--- src/pgrw_defines.svh ---
// Register offsets, field positions and reset values of the planar read/write data path.
`ifndef PGRW_DEFINES_SVH
`define PGRW_DEFINES_SVH
`define PGRW_IDX_FILL_VALUE 4'h0
`define PGRW_IDX_FILL_ENABLE 4'h1
`define PGRW_IDX_CMP_COLOUR 4'h2
`define PGRW_IDX_ROT_FUNC 4'h3
`define PGRW_IDX_READ_PLANE 4'h4
`define PGRW_IDX_ACCESS_MODE 4'h5
`define PGRW_IDX_MISC 4'h6
`define PGRW_IDX_DONT_CARE 4'h7
`define PGRW_IDX_BIT_MASK 4'h8
`define PGRW_ROT_LSB 0
`define PGRW_ROT_MSB 2
`define PGRW_FUNC_LSB 3
`define PGRW_FUNC_MSB 4
`define PGRW_WMODE_LSB 0
`define PGRW_WMODE_MSB 1
`define PGRW_READ_TYPE_BIT 3
`define PGRW_ODD_EVEN_BIT 4
`define PGRW_SHIFT_FMT_BIT 5
`define PGRW_COLOUR256_BIT 6
`define PGRW_RST_NIBBLE 4'h0
`define PGRW_RST_BYTE 8'h00
`define PGRW_RST_MASK 8'hff
`define PGRW_RST_DONT_CARE 4'hf
`endif

--- src/pgrw_pkg.sv ---
// Types shared by the planar read/write data path.
package pgrw_pkg;
  typedef enum logic [1:0] {
    PGRW_FN_PASS = 2'b00,
    PGRW_FN_AND = 2'b01,
    PGRW_FN_OR = 2'b10,
    PGRW_FN_XOR = 2'b11
  } pgrw_func_e;
  typedef enum logic [1:0] {
    PGRW_WM_FILL = 2'b00,
    PGRW_WM_COPY = 2'b01,
    PGRW_WM_EXPAND = 2'b10,
    PGRW_WM_MASKED = 2'b11
  } pgrw_wmode_e;
  typedef logic [31:0] pgrw_planes_t;
endpackage : pgrw_pkg

--- src/pgrw_shift_if.sv ---
// Interface carrying plane data and load control to the video shifter.
`timescale 1ns/1ps
`default_nettype none
interface pgrw_shift_if;
  logic load;
  logic shift;
  logic colour256;
  logic cga_format;
  logic [31:0] planes;
  logic [3:0] pixel;
  modport src (output load, output shift, output colour256, output cga_format,
               output planes, input pixel);
  modport shifter (input load, input shift, input colour256, input cga_format,
                   input planes, output pixel);
endinterface : pgrw_shift_if
`default_nettype wire

--- src/pgrw_datapath.sv ---
// Planar graphics read/write data path with index/data register port.
//
// Function
// - Mode 0 enabled planes write fill bit replicated, merged through bit mask.
// - Mode 0 disabled planes write rotated CPU byte after logical function.
// - Compare read returns ones where all participating planes match compare colour.
// - Plain read returns selected plane; ignored when chain-four is set.
// - Function field: 00 pass, 01 AND, 10 OR, 11 XOR with latches.
// - Function uses the mode's source byte (rotated CPU byte, fill bit or expanded CPU bit) and latches from the last read.
// - Mode 0 rotates CPU byte right by rotate count, wrapping.
// - Read plane select picks plane 0-3; no effect in compare reads.
// - Odd/even: select 00/01 gives planes 0/1, 10/11 gives 2/3.
// - 256-colour bit selects that load format, else shift-format bit governs.
// - Without 256-colour, palette drives six low outputs, colour select the top two.
// - Interleaved format splits even and odd bits; MSB always shifts first.
// - Odd/even access: even addresses reach planes 0/2, odd planes 1/3.
// - Two-bit write mode field selects modes 0 to 3.
// - Mode 1 writes the 32 latched bits, ignoring CPU data.
// - Every display read loads all four latches.
// - Mode 2 expands CPU bits 0-3 to bytes, merged through bit mask.
// - Mask zero keeps latched bit, one passes new data, all planes.
// - Planes with don't-care bit zero are excluded from comparison.
`timescale 1ns/1ps
`default_nettype none
`include "pgrw_defines.svh"
module pgrw_datapath (
  input wire logic clk,
  input wire logic reset,
  input wire logic idx_wr,
  input wire logic [7:0] idx_wdata,
  output logic [7:0] idx_rdata,
  input wire logic data_wr,
  input wire logic [7:0] data_wdata,
  output logic [7:0] data_rdata,
  input wire logic chain_four,
  input wire logic host_addr0,
  input wire logic mem_rd,
  input wire logic mem_wr,
  input wire logic [7:0] cpu_wdata,
  output logic [7:0] cpu_rdata,
  input wire logic [31:0] plane_rdata,
  output logic [31:0] plane_wdata,
  output logic [3:0] plane_wen,
  input wire logic [7:0] palette_entry,
  output logic [3:0] palette_index,
  input wire logic [1:0] colour_select_hi,
  input wire logic dot_en,
  input wire logic shift_load,
  output logic [7:0] video_out,
  output logic [7:0] colour256_pixel
);
  import pgrw_pkg::*;

  // Register file.
  logic [3:0] index_reg;
  logic [3:0] plane_fill_value_reg;
  logic [3:0] plane_fill_enable_reg;
  logic [3:0] compare_colour_reg;
  logic [4:0] rotate_and_function_reg;
  logic [1:0] read_plane_select_reg;
  logic [6:0] plane_access_mode_reg;
  logic [3:0] misc_reg;
  logic [3:0] dont_care_reg;
  logic [7:0] bit_mask_reg;
  pgrw_planes_t latch_reg;
  logic [7:0] cpu_rdata_reg;
  logic [31:0] plane_wdata_reg;
  logic [3:0] plane_wen_reg;
  logic [7:0] video_reg;
  logic [7:0] pix256_reg;
  logic [3:0] pal_idx_reg;

  // Byte-wide replicate of one bit.
  function automatic logic [7:0] rep8(input logic v);
    rep8 = {8{v}};
  endfunction : rep8

  // Merge new data with latch under a mask.
  function automatic logic [7:0] merge(input logic [7:0] nd, input logic [7:0] lat,
                                       input logic [7:0] m);
    merge = (nd & m) | (lat & ~m);
  endfunction : merge

  // Field decode.
  wire [2:0] rot_count = rotate_and_function_reg[`PGRW_ROT_MSB:`PGRW_ROT_LSB];
  wire [1:0] func_sel = rotate_and_function_reg[`PGRW_FUNC_MSB:`PGRW_FUNC_LSB];
  wire [1:0] wmode_bits = plane_access_mode_reg[`PGRW_WMODE_MSB:`PGRW_WMODE_LSB];
  wire read_compare = plane_access_mode_reg[`PGRW_READ_TYPE_BIT];
  wire odd_even = plane_access_mode_reg[`PGRW_ODD_EVEN_BIT];
  wire shift_fmt = plane_access_mode_reg[`PGRW_SHIFT_FMT_BIT];
  wire colour256 = plane_access_mode_reg[`PGRW_COLOUR256_BIT];
  pgrw_wmode_e wmode;
  pgrw_func_e func;
  assign wmode = pgrw_wmode_e'(wmode_bits);
  assign func = pgrw_func_e'(func_sel);

  // Right rotation of the CPU byte with wrap-around.
  wire [15:0] rot_dbl = {cpu_wdata, cpu_wdata} >> rot_count;
  wire [7:0] cpu_rot = rot_dbl[7:0];

  // Per-plane write data path.
  logic [7:0] wr_byte [4];
  logic [7:0] mask3;
  assign mask3 = cpu_rot & bit_mask_reg;
  genvar p;
  generate
    for (p = 0; p < 4; p++) begin : gp
      logic [7:0] lat;
      logic [7:0] alu_in;
      logic [7:0] alu_out;
      assign lat = latch_reg[8*p +: 8];
      // Source operand before the logical function.
      assign alu_in = (wmode == PGRW_WM_EXPAND) ? rep8(cpu_wdata[p])
        : (wmode == PGRW_WM_MASKED) ? rep8(plane_fill_value_reg[p])
        : plane_fill_enable_reg[p] ? rep8(plane_fill_value_reg[p])
        : cpu_rot;
      // Logical function with the latch.
      always_comb begin
        unique case (func)
          PGRW_FN_PASS: alu_out = alu_in;
          PGRW_FN_AND: alu_out = alu_in & lat;
          PGRW_FN_OR: alu_out = alu_in | lat;
          PGRW_FN_XOR: alu_out = alu_in ^ lat;
        endcase
      end
      // Final byte per mode with mask applied to all planes alike.
      assign wr_byte[p] = (wmode == PGRW_WM_COPY) ? lat
        : (wmode == PGRW_WM_MASKED) ? merge(alu_out, lat, mask3)
        : merge(alu_out, lat, bit_mask_reg);
    end
  endgenerate

  // Plane enables for host access: odd/even routes by address bit.
  wire [3:0] wr_planes = odd_even ? (host_addr0 ? 4'b1010 : 4'b0101) : 4'b1111;

  // Read plane choice, chained in odd/even mode.
  wire [1:0] rd_sel = odd_even ? {read_plane_select_reg[1], host_addr0}
                               : read_plane_select_reg;
  wire [7:0] plain_byte = chain_four ? plane_rdata[8*{1'b0, host_addr0} +: 8]
                                     : plane_rdata[8*rd_sel +: 8];

  // Colour compare: match per plane, don't-care planes always match.
  logic [7:0] cmp_byte;
  always_comb begin
    cmp_byte = 8'hff;
    for (int i = 0; i < 4; i++) begin
      if (dont_care_reg[i]) begin
        cmp_byte = cmp_byte & ~(plane_rdata[8*i +: 8] ^ rep8(compare_colour_reg[i]));
      end
    end
  end

  // Index port write and register writes through the data port.
  always_ff @(posedge clk) begin
    if (reset) begin
      index_reg <= 4'h0;
      plane_fill_value_reg <= `PGRW_RST_NIBBLE;
      plane_fill_enable_reg <= `PGRW_RST_NIBBLE;
      compare_colour_reg <= `PGRW_RST_NIBBLE;
      rotate_and_function_reg <= 5'h00;
      read_plane_select_reg <= 2'h0;
      plane_access_mode_reg <= 7'h00;
      misc_reg <= `PGRW_RST_NIBBLE;
      dont_care_reg <= `PGRW_RST_DONT_CARE;
      bit_mask_reg <= `PGRW_RST_MASK;
    end else begin
      if (idx_wr) begin
        index_reg <= idx_wdata[3:0];
      end
      if (data_wr) begin
        unique case (index_reg)
          `PGRW_IDX_FILL_VALUE: plane_fill_value_reg <= data_wdata[3:0];
          `PGRW_IDX_FILL_ENABLE: plane_fill_enable_reg <= data_wdata[3:0];
          `PGRW_IDX_CMP_COLOUR: compare_colour_reg <= data_wdata[3:0];
          `PGRW_IDX_ROT_FUNC: rotate_and_function_reg <= data_wdata[4:0];
          `PGRW_IDX_READ_PLANE: read_plane_select_reg <= data_wdata[1:0];
          `PGRW_IDX_ACCESS_MODE: plane_access_mode_reg <= {data_wdata[6:3], 1'b0,
                                                           data_wdata[1:0]};
          `PGRW_IDX_MISC: misc_reg <= data_wdata[3:0];
          `PGRW_IDX_DONT_CARE: dont_care_reg <= data_wdata[3:0];
          `PGRW_IDX_BIT_MASK: bit_mask_reg <= data_wdata;
          default: ;
        endcase
      end
    end
  end

  // Register read-back, reserved bits zero.
  assign idx_rdata = {4'h0, index_reg};
  always_comb begin
    unique case (index_reg)
      `PGRW_IDX_FILL_VALUE: data_rdata = {4'h0, plane_fill_value_reg};
      `PGRW_IDX_FILL_ENABLE: data_rdata = {4'h0, plane_fill_enable_reg};
      `PGRW_IDX_CMP_COLOUR: data_rdata = {4'h0, compare_colour_reg};
      `PGRW_IDX_ROT_FUNC: data_rdata = {3'h0, rotate_and_function_reg};
      `PGRW_IDX_READ_PLANE: data_rdata = {6'h00, read_plane_select_reg};
      `PGRW_IDX_ACCESS_MODE: data_rdata = {1'b0, plane_access_mode_reg};
      `PGRW_IDX_MISC: data_rdata = {4'h0, misc_reg};
      `PGRW_IDX_DONT_CARE: data_rdata = {4'h0, dont_care_reg};
      `PGRW_IDX_BIT_MASK: data_rdata = bit_mask_reg;
      default: data_rdata = `PGRW_RST_BYTE;
    endcase
  end

  // Display memory reads load latches and return data; writes drive planes.
  always_ff @(posedge clk) begin
    if (reset) begin
      latch_reg <= 32'h0000_0000;
      cpu_rdata_reg <= `PGRW_RST_BYTE;
      plane_wdata_reg <= 32'h0000_0000;
      plane_wen_reg <= 4'h0;
    end else begin
      plane_wen_reg <= mem_wr ? wr_planes : 4'h0;
      if (mem_rd) begin
        latch_reg <= plane_rdata;
        cpu_rdata_reg <= read_compare ? cmp_byte : plain_byte;
      end
      if (mem_wr) begin
        plane_wdata_reg <= {wr_byte[3], wr_byte[2], wr_byte[1], wr_byte[0]};
      end
    end
  end
  assign cpu_rdata = cpu_rdata_reg;
  assign plane_wdata = plane_wdata_reg;
  assign plane_wen = plane_wen_reg;

  // Video shifter fed with plane data.
  pgrw_shift_if sif ();
  assign sif.load = shift_load & dot_en;
  assign sif.shift = dot_en;
  assign sif.colour256 = colour256;
  assign sif.cga_format = shift_fmt & ~colour256;
  assign sif.planes = plane_rdata;
  pgrw_shifter u_shifter (
    .clk(clk),
    .reset(reset),
    .sif(sif)
  );

  // Pixel out: palette path or 256-colour byte assembly over two dots.
  logic half_reg;
  always_ff @(posedge clk) begin
    if (reset) begin
      video_reg <= 8'h00;
      pix256_reg <= 8'h00;
      pal_idx_reg <= 4'h0;
      half_reg <= 1'b0;
    end else if (dot_en) begin
      pal_idx_reg <= sif.pixel;
      half_reg <= (colour256 && !sif.load) ? ~half_reg : 1'b0; // Loads start a pixel pair.
      pix256_reg <= {pix256_reg[3:0], sif.pixel};
      if (colour256) begin
        video_reg <= half_reg ? {pix256_reg[3:0], sif.pixel} : video_reg;
      end else begin
        video_reg <= {colour_select_hi, palette_entry[5:0]};
      end
    end
  end
  assign palette_index = pal_idx_reg;
  assign video_out = video_reg;
  assign colour256_pixel = pix256_reg;
endmodule : pgrw_datapath
`default_nettype wire

--- src/pgrw_shifter.sv ---
// Four video shift registers with normal, interleaved and 256-colour loading.
`timescale 1ns/1ps
`default_nettype none
module pgrw_shifter (
  input wire logic clk,
  input wire logic reset,
  pgrw_shift_if.shifter sif
);
  logic [7:0] sh_reg [4];
  logic [7:0] ld_cga [4];
  logic [7:0] ld_256 [4];
  // Load patterns: interleaved format pairs two planes, 256-colour makes each plane one pixel.
  genvar g, b;
  generate
    for (g = 0; g < 4; g++) begin : gl
      for (b = 0; b < 4; b++) begin : gb
        // Shifter g takes bits of parity g%2 from plane 2*(g/2), then from the next plane.
        assign ld_cga[g][7-b] = sif.planes[16*(g/2) + 6 - 2*b + g%2];
        assign ld_cga[g][3-b] = sif.planes[16*(g/2) + 14 - 2*b + g%2];
        // Shifter g takes bit g of both nibbles of plane b, high nibble first.
        assign ld_256[g][7-2*b] = sif.planes[8*b + 4 + g];
        assign ld_256[g][6-2*b] = sif.planes[8*b + g];
      end
      // Shift left so the most significant bit leaves first.
      always_ff @(posedge clk) begin
        if (reset) begin
          sh_reg[g] <= 8'h00;
        end else if (sif.load) begin
          sh_reg[g] <= sif.colour256 ? ld_256[g]
            : sif.cga_format ? ld_cga[g] : sif.planes[8*g +: 8];
        end else if (sif.shift) begin
          sh_reg[g] <= {sh_reg[g][6:0], 1'b0};
        end
      end
      assign sif.pixel[g] = sh_reg[g][7];
    end
  endgenerate
endmodule : pgrw_shifter
`default_nettype wire

--- config.mk ---
export PLATFORM = sky130hd
export DESIGN_NAME = pgrw_datapath
export DESIGN_NICKNAME = d
export VERILOG_FILES = /design/src/pgrw_pkg.sv /design/src/pgrw_shift_if.sv /design/src/pgrw_datapath.sv /design/src/pgrw_shifter.sv
export VERILOG_INCLUDE_DIRS = /design/src
export SDC_FILE = /design/constraint.sdc
export NUM_CORES = 1
export LEC_CHECK = 0
export BUFFER_PORTS_ARGS = -buffer_cell sky130_fd_sc_hd__buf_4
export CAP_MARGIN = 30
export CORE_MARGIN = 10
export CORE_UTILIZATION = 33
export DETAILED_ROUTE_END_ITERATION = 10
export PLACE_DENSITY = 0.54
export SYNTH_ARGS = -nofsm -noshare
export SYNTH_HDL_FRONTEND = slang
export SYNTH_SLANG_ARGS = --single-unit
--- constraint.sdc ---
create_clock -name clk -period 3.2 [get_ports clk]
set_input_delay 0.32 -clock clk [delete_from_list [all_inputs] [get_ports clk]]
set_output_delay 0.32 -clock clk [all_outputs]
set_load 0.01 [all_outputs]
# Yosys cells after proc, flatten, opt, wreduce, memory -nomap -nowiden
# Memories as Yosys holds them, arrays and structs flattened.
# Index checks and enable logic that the tools add are counted.
# totals
ff_bits	142
mem_bits_rw	32
input_bits	76
word_cells	177
mem_count	1
# op_classes
eq_ne	15
n_shift	3
muxes	62
bitwise_logic	63
reduce_logical	15
# memory_table
memory	words	word_bits	rd	rd_ports_with_merged_regs	write_ports	line	source
u_shifter.sh_reg	4	8	4	0	4	pgrw_shifter.sv:9	logic [7:0] sh_reg [4];
# op_table
op	count
8-bit 2-to-1 mux	44
8-bit bitwise AND	24
8-bit one-hot mux with 4 select lines	4
8-bit bitwise OR	12
8-bit one-hot mux with 9 select lines	1
8-bit XOR	8
8-bit inverter	6
32-bit by 5-bit variable part select with 8-bit output	1
32-bit by 6-bit variable part select with 8-bit output	1
2-bit AND reduction	10
4-bit by 3-bit == test with 1-bit output, second input constant	4
16-bit by 3-bit >> shifter with 8-bit output	1
1-bit 2-to-1 mux	11
2-bit == test, second input constant	4
4-bit by 2-bit == test with 1-bit output, second input constant	2
4-bit 2-to-1 mux	2
1-bit bitwise OR	8
2-bit by 1-bit == test with 1-bit output, second input constant	2
4-bit by 1-bit == test with 1-bit output, second input constant	1
4-bit == test, second input constant	1
4-bit zero test	1
1-bit inverter	3
1-bit bitwise AND	2
2-bit zero test	1
4 further kinds	4

# Depth between registers and ports, before layout
# logic_depth
ltp_word	10
depth_mapped	12
depth_no_buf	11

# Hierarchy
# A second synthesis with hierarchy kept.
# unflattened
cells_unflattened	1372
area_unflattened_um2	11910.2
# modules_own_cells
module	n_inst	cells_each	area_each_um2	seq_area_each_um2
pgrw_datapath	1	1163	9728.1	2722.6
pgrw_shifter	1	209	2182.1	960.9

# Least setup slack after synthesis
# Ideal clock, no wire load.
# synth_timing
path_type	register to register
startpoint	register rotate_and_function_reg[1]
endpoint	register plane_wdata_reg[15] (netlist: plane_wdata[15])
t_arrival_ns	2.437
required_time_ns	3.063
path_slack_ns	0.625
stages_incl_launch_ff	12
n_path_buf	1
cell_sequence	dfxtp_1 -> buf_6 -> mux4_1 -> mux2i_4 -> inv_1 -> o21ai_0 -> ha_1 -> inv_1 -> mux2i_1 -> a22o_1 -> o21ai_0 -> o221ai_1
# synth_between
elab_chain_cells	10
elab_cells_between_ends	17
# synth_rtl
element	line	source
start: declaration	pgrw_datapath.sv:59	logic [4:0] rotate_and_function_reg;
start signal: assignment	pgrw_datapath.sv:175	`PGRW_IDX_ROT_FUNC: rotate_and_function_reg <= data_wdata[4:0];
16-bit by 3-bit >> shifter with 8-bit output (*)	pgrw_datapath.sv:98	wire [15:0] rot_dbl = {cpu_wdata, cpu_wdata} >> rot_count;
8-bit 2-to-1 mux	pgrw_datapath.sv:115	: plane_fill_enable_reg[p] ? rep8(plane_fill_value_reg[p])
8-bit 2-to-1 mux	pgrw_datapath.sv:114	: (wmode == PGRW_WM_MASKED) ? rep8(plane_fill_value_reg[p])
8-bit 2-to-1 mux	pgrw_datapath.sv:113	assign alu_in = (wmode == PGRW_WM_EXPAND) ? rep8(cpu_wdata[p])
8-bit XOR (tied with other cells)	pgrw_datapath.sv:123	PGRW_FN_XOR: alu_out = alu_in ^ lat;
8-bit one-hot mux with 4 select lines	pgrw_datapath.sv:119	unique case (func)
8-bit bitwise AND	pgrw_datapath.sv:81	merge = (nd & m) | (lat & ~m);
8-bit bitwise OR	pgrw_datapath.sv:81	
8-bit 2-to-1 mux (*)	pgrw_datapath.sv:128	: (wmode == PGRW_WM_MASKED) ? merge(alu_out, lat, mask3)
8-bit 2-to-1 mux (*)	pgrw_datapath.sv:127	assign wr_byte[p] = (wmode == PGRW_WM_COPY) ? lat
end signal: assignment	pgrw_datapath.sv:219	plane_wdata_reg <= {wr_byte[3], wr_byte[2], wr_byte[1], wr_byte[0]};
end: declaration	pgrw_datapath.sv:67	logic [31:0] plane_wdata_reg;
# Every way passes the cells marked *; elsewhere a longest branch is shown, timed or not.
# A chain may end at the register's enable or synchronous reset.

# Final worst setup path
# layout_timing
startpoint	register rotate_and_function_reg[1]
endpoint	register plane_wdata_reg[1] (netlist: plane_wdata[1])
# Same word-level chain as after synthesis.

==> metrics.txt <==
Comb pwr share 18.1%; Nets 1,601; Switch Pwr 0.00181 W; maximum VDD drop 295 uV; fmax 0.331 GHz; chip height 207 um; CP Class reg2reg; htree depth 4; placed instance area 13,100 sq um; CTS-repair resized insts 0; register area 3690 sq um; drt first pass iters 5; clock power share 39.0%; Worst-path clk slew 80 ps; critical path peak fanout 9; count of final setup violators 0; global-route wire length before repair 63.7 mm; die area 43,000 sq um; fin crit share 94.4%; Post-synth EDFFs 32; Final Instance Area 13,700 sq um; initial antenna violation count 0; ys async rst share 0%; Worst-Margin Slew 936 ps; RSZ-0062 raised after global routing false; sequential group share of total power 42.9%; final slew viol count 0; Inserted Clock Buffers 17; CP required 3530 ps; CTS tree done; all-layer global routing usage 18.7%; Port Buffers 145; Period minus WS final 3020 ps; drt initial violations 930; Total Wirelength 41.9 mm; Post-CTS Hold Buffers 0; Setup crit end kind register; syn avg cell area 8.47 sq um; Clock Skew 18.3 ps; worst hold path type in2reg; switching portion of total power 32.4%; Slew headroom 37.6%; metal3 WL 2.93 mm; commonest non-fill, non-tap cell in the layout buf_4; cell area after synthesis 11,600 sq um; outcome finished, final reports clean; leakage power 5.73 nW; synthesized flop and latch total 168; Post-route DRC 0; die width 207 um; WL met2 19.1 mm; final antenna-violating net count 0; drt via density 5.48; routed length on met1 18.4 mm; Final HPWL DP 30.4 mm; Top FF cell, synth dfxtp_1; CTS max path bufs 2; Worst Setup Start Kind register; Inserted Diodes 0; # Post-CTS Setup Buffers 0; Hold Fails Final Rpt 0; Layout area overhead 18.2%; # fillers 3,487; setup slack, reg-to-reg 180 ps; core area 34,600 sq um; initial core utilization 33.5%; top layer in use met4; Seq/Total Area, Yosys 31.8%; vias in the first global route 9,978; share of cells above drive strength 1 18.0%; DR vias 10,566; P_int 0.00378 W; max cap viols 0; commonest cells after routing, fill and taps aside buf_4, nor2_1, mux2i_1; hold_ws 65.3 ps; crit path DAT 3350 ps; Mapped Cells 1,368; routability cong. 0.934; io pins 156; P per Cell Area 408 nW/um^2; Yosys warnings 0; WL/cell 21.7 um; Sum Neg Setup Slack 0 ps; largest net degree at the start of global routing 49; Clock Latency Late Sink 450 ps; FP Rows 68; clk sinks 168; GR Overflow Total 0; Root Driver clkbuf_16; synth unique cells 62; area occupied by multi-input gates 7010 sq um
synthesized netlist by cell type, drive strengths merged, types with 6 or more instances:
cell	n	area (sq um)
o311ai	8	70.1
o2111ai	12	105
ha	64	801
o221ai	10	87.6
a21o	6	46.3
nand3	42	210
a211oi	20	155
o21a	21	159
a2bb2oi	11	96.3
nor3b	8	60.1
o22ai	8	70.1
a221oi	15	131
nand2	129	484
clkbuf	72	270
mux2i	148	1540
a22o	22	193
edfxtp	32	961
mux2	10	116
mux4	18	424
dfxtp	136	2720
nor2b	8	50.1
a21oi	84	420
nor2	152	571
nand2b	9	56.3
inv	101	379
o21ai	85	425
o211ai	16	120
and2	7	43.8
buf	44	244
xor2	32	280
cell type report:
cell class              instances  area share, %
repair buffers                189           10.5
well taps                     455           4.16
clock inverters                15           1.38
flip-flops and latches        168           26.9
inverters                     101           2.77
clock buffers                  17           3.11
multi-input cells             984           51.2
power groups by stage:
stage          Combinational [W]  Sequential [W]  Clock (W)
6_report                 0.00101         0.00240    0.00218
5_1_grt                  0.00112         0.00241    0.00230
4_1_cts                  0.00101         0.00239    0.00222
3_5_place_dp             0.00101         0.00244          0
3_3_place_gp            0.000988         0.00244          0
2_1_floorplan           0.000584         0.00241          0
through the flow:
step                utilization (%)  std cells  total power (W)  setup slack, ps
floorplan                         -       1371          0.00299              625
global placement               37.7       1895          0.00343              261
detailed placement             37.8       1897          0.00345              230
CTS                            39.5       1929          0.00563              219
global route                   39.5       1929          0.00583             7.06
finish                         39.5       1929          0.00559              180
worst max-delay path, stage by stage (launching register included):
cell,delay (ps)
dfxtp_1,590
mux4_1,710
mux2i_4,320
o21ai_0,130
nand2_1,160
ha_1,240
inv_1,50
mux2i_1,60
a22o_1,170
o21ai_0,330
o21ai_0,130
cell families after synthesis:
group                    after synthesis  synth area share, %
other                                  1               0.0324
adder cells (fa/ha/maj)               64                 6.91
multiplexers                         176                 18.0
AND/OR/NAND/NOR                      375                 13.9
buffers and inverters                219                 7.86
AO/OA/AOI/OAI                        333                 19.1
XOR/XNOR                              32                 2.42
flip-flops                           168                 31.8
metal layers:
layer | global-route usage (%) | vias to the layer above
li1 | - | 5009
met1 | 25.4 | 5054
met2 | 28.9 | 427
met3 | 2.77 | 76
met4 | 8.05 | 0
met5 | 0 | -
final timing paths:
check                                   from              to  depth (start not counted)
hold reg to reg                 cpu_rdata[4]    cpu_rdata[4]                          2
setup reg to reg  rotate_and_function_reg[1]  plane_wdata[1]                         10
hold / removal                    host_addr0    plane_wen[2]                          2
setup / recovery  rotate_and_function_reg[1]  plane_wdata[1]                         10
Power figures use the tool's default switching activity.
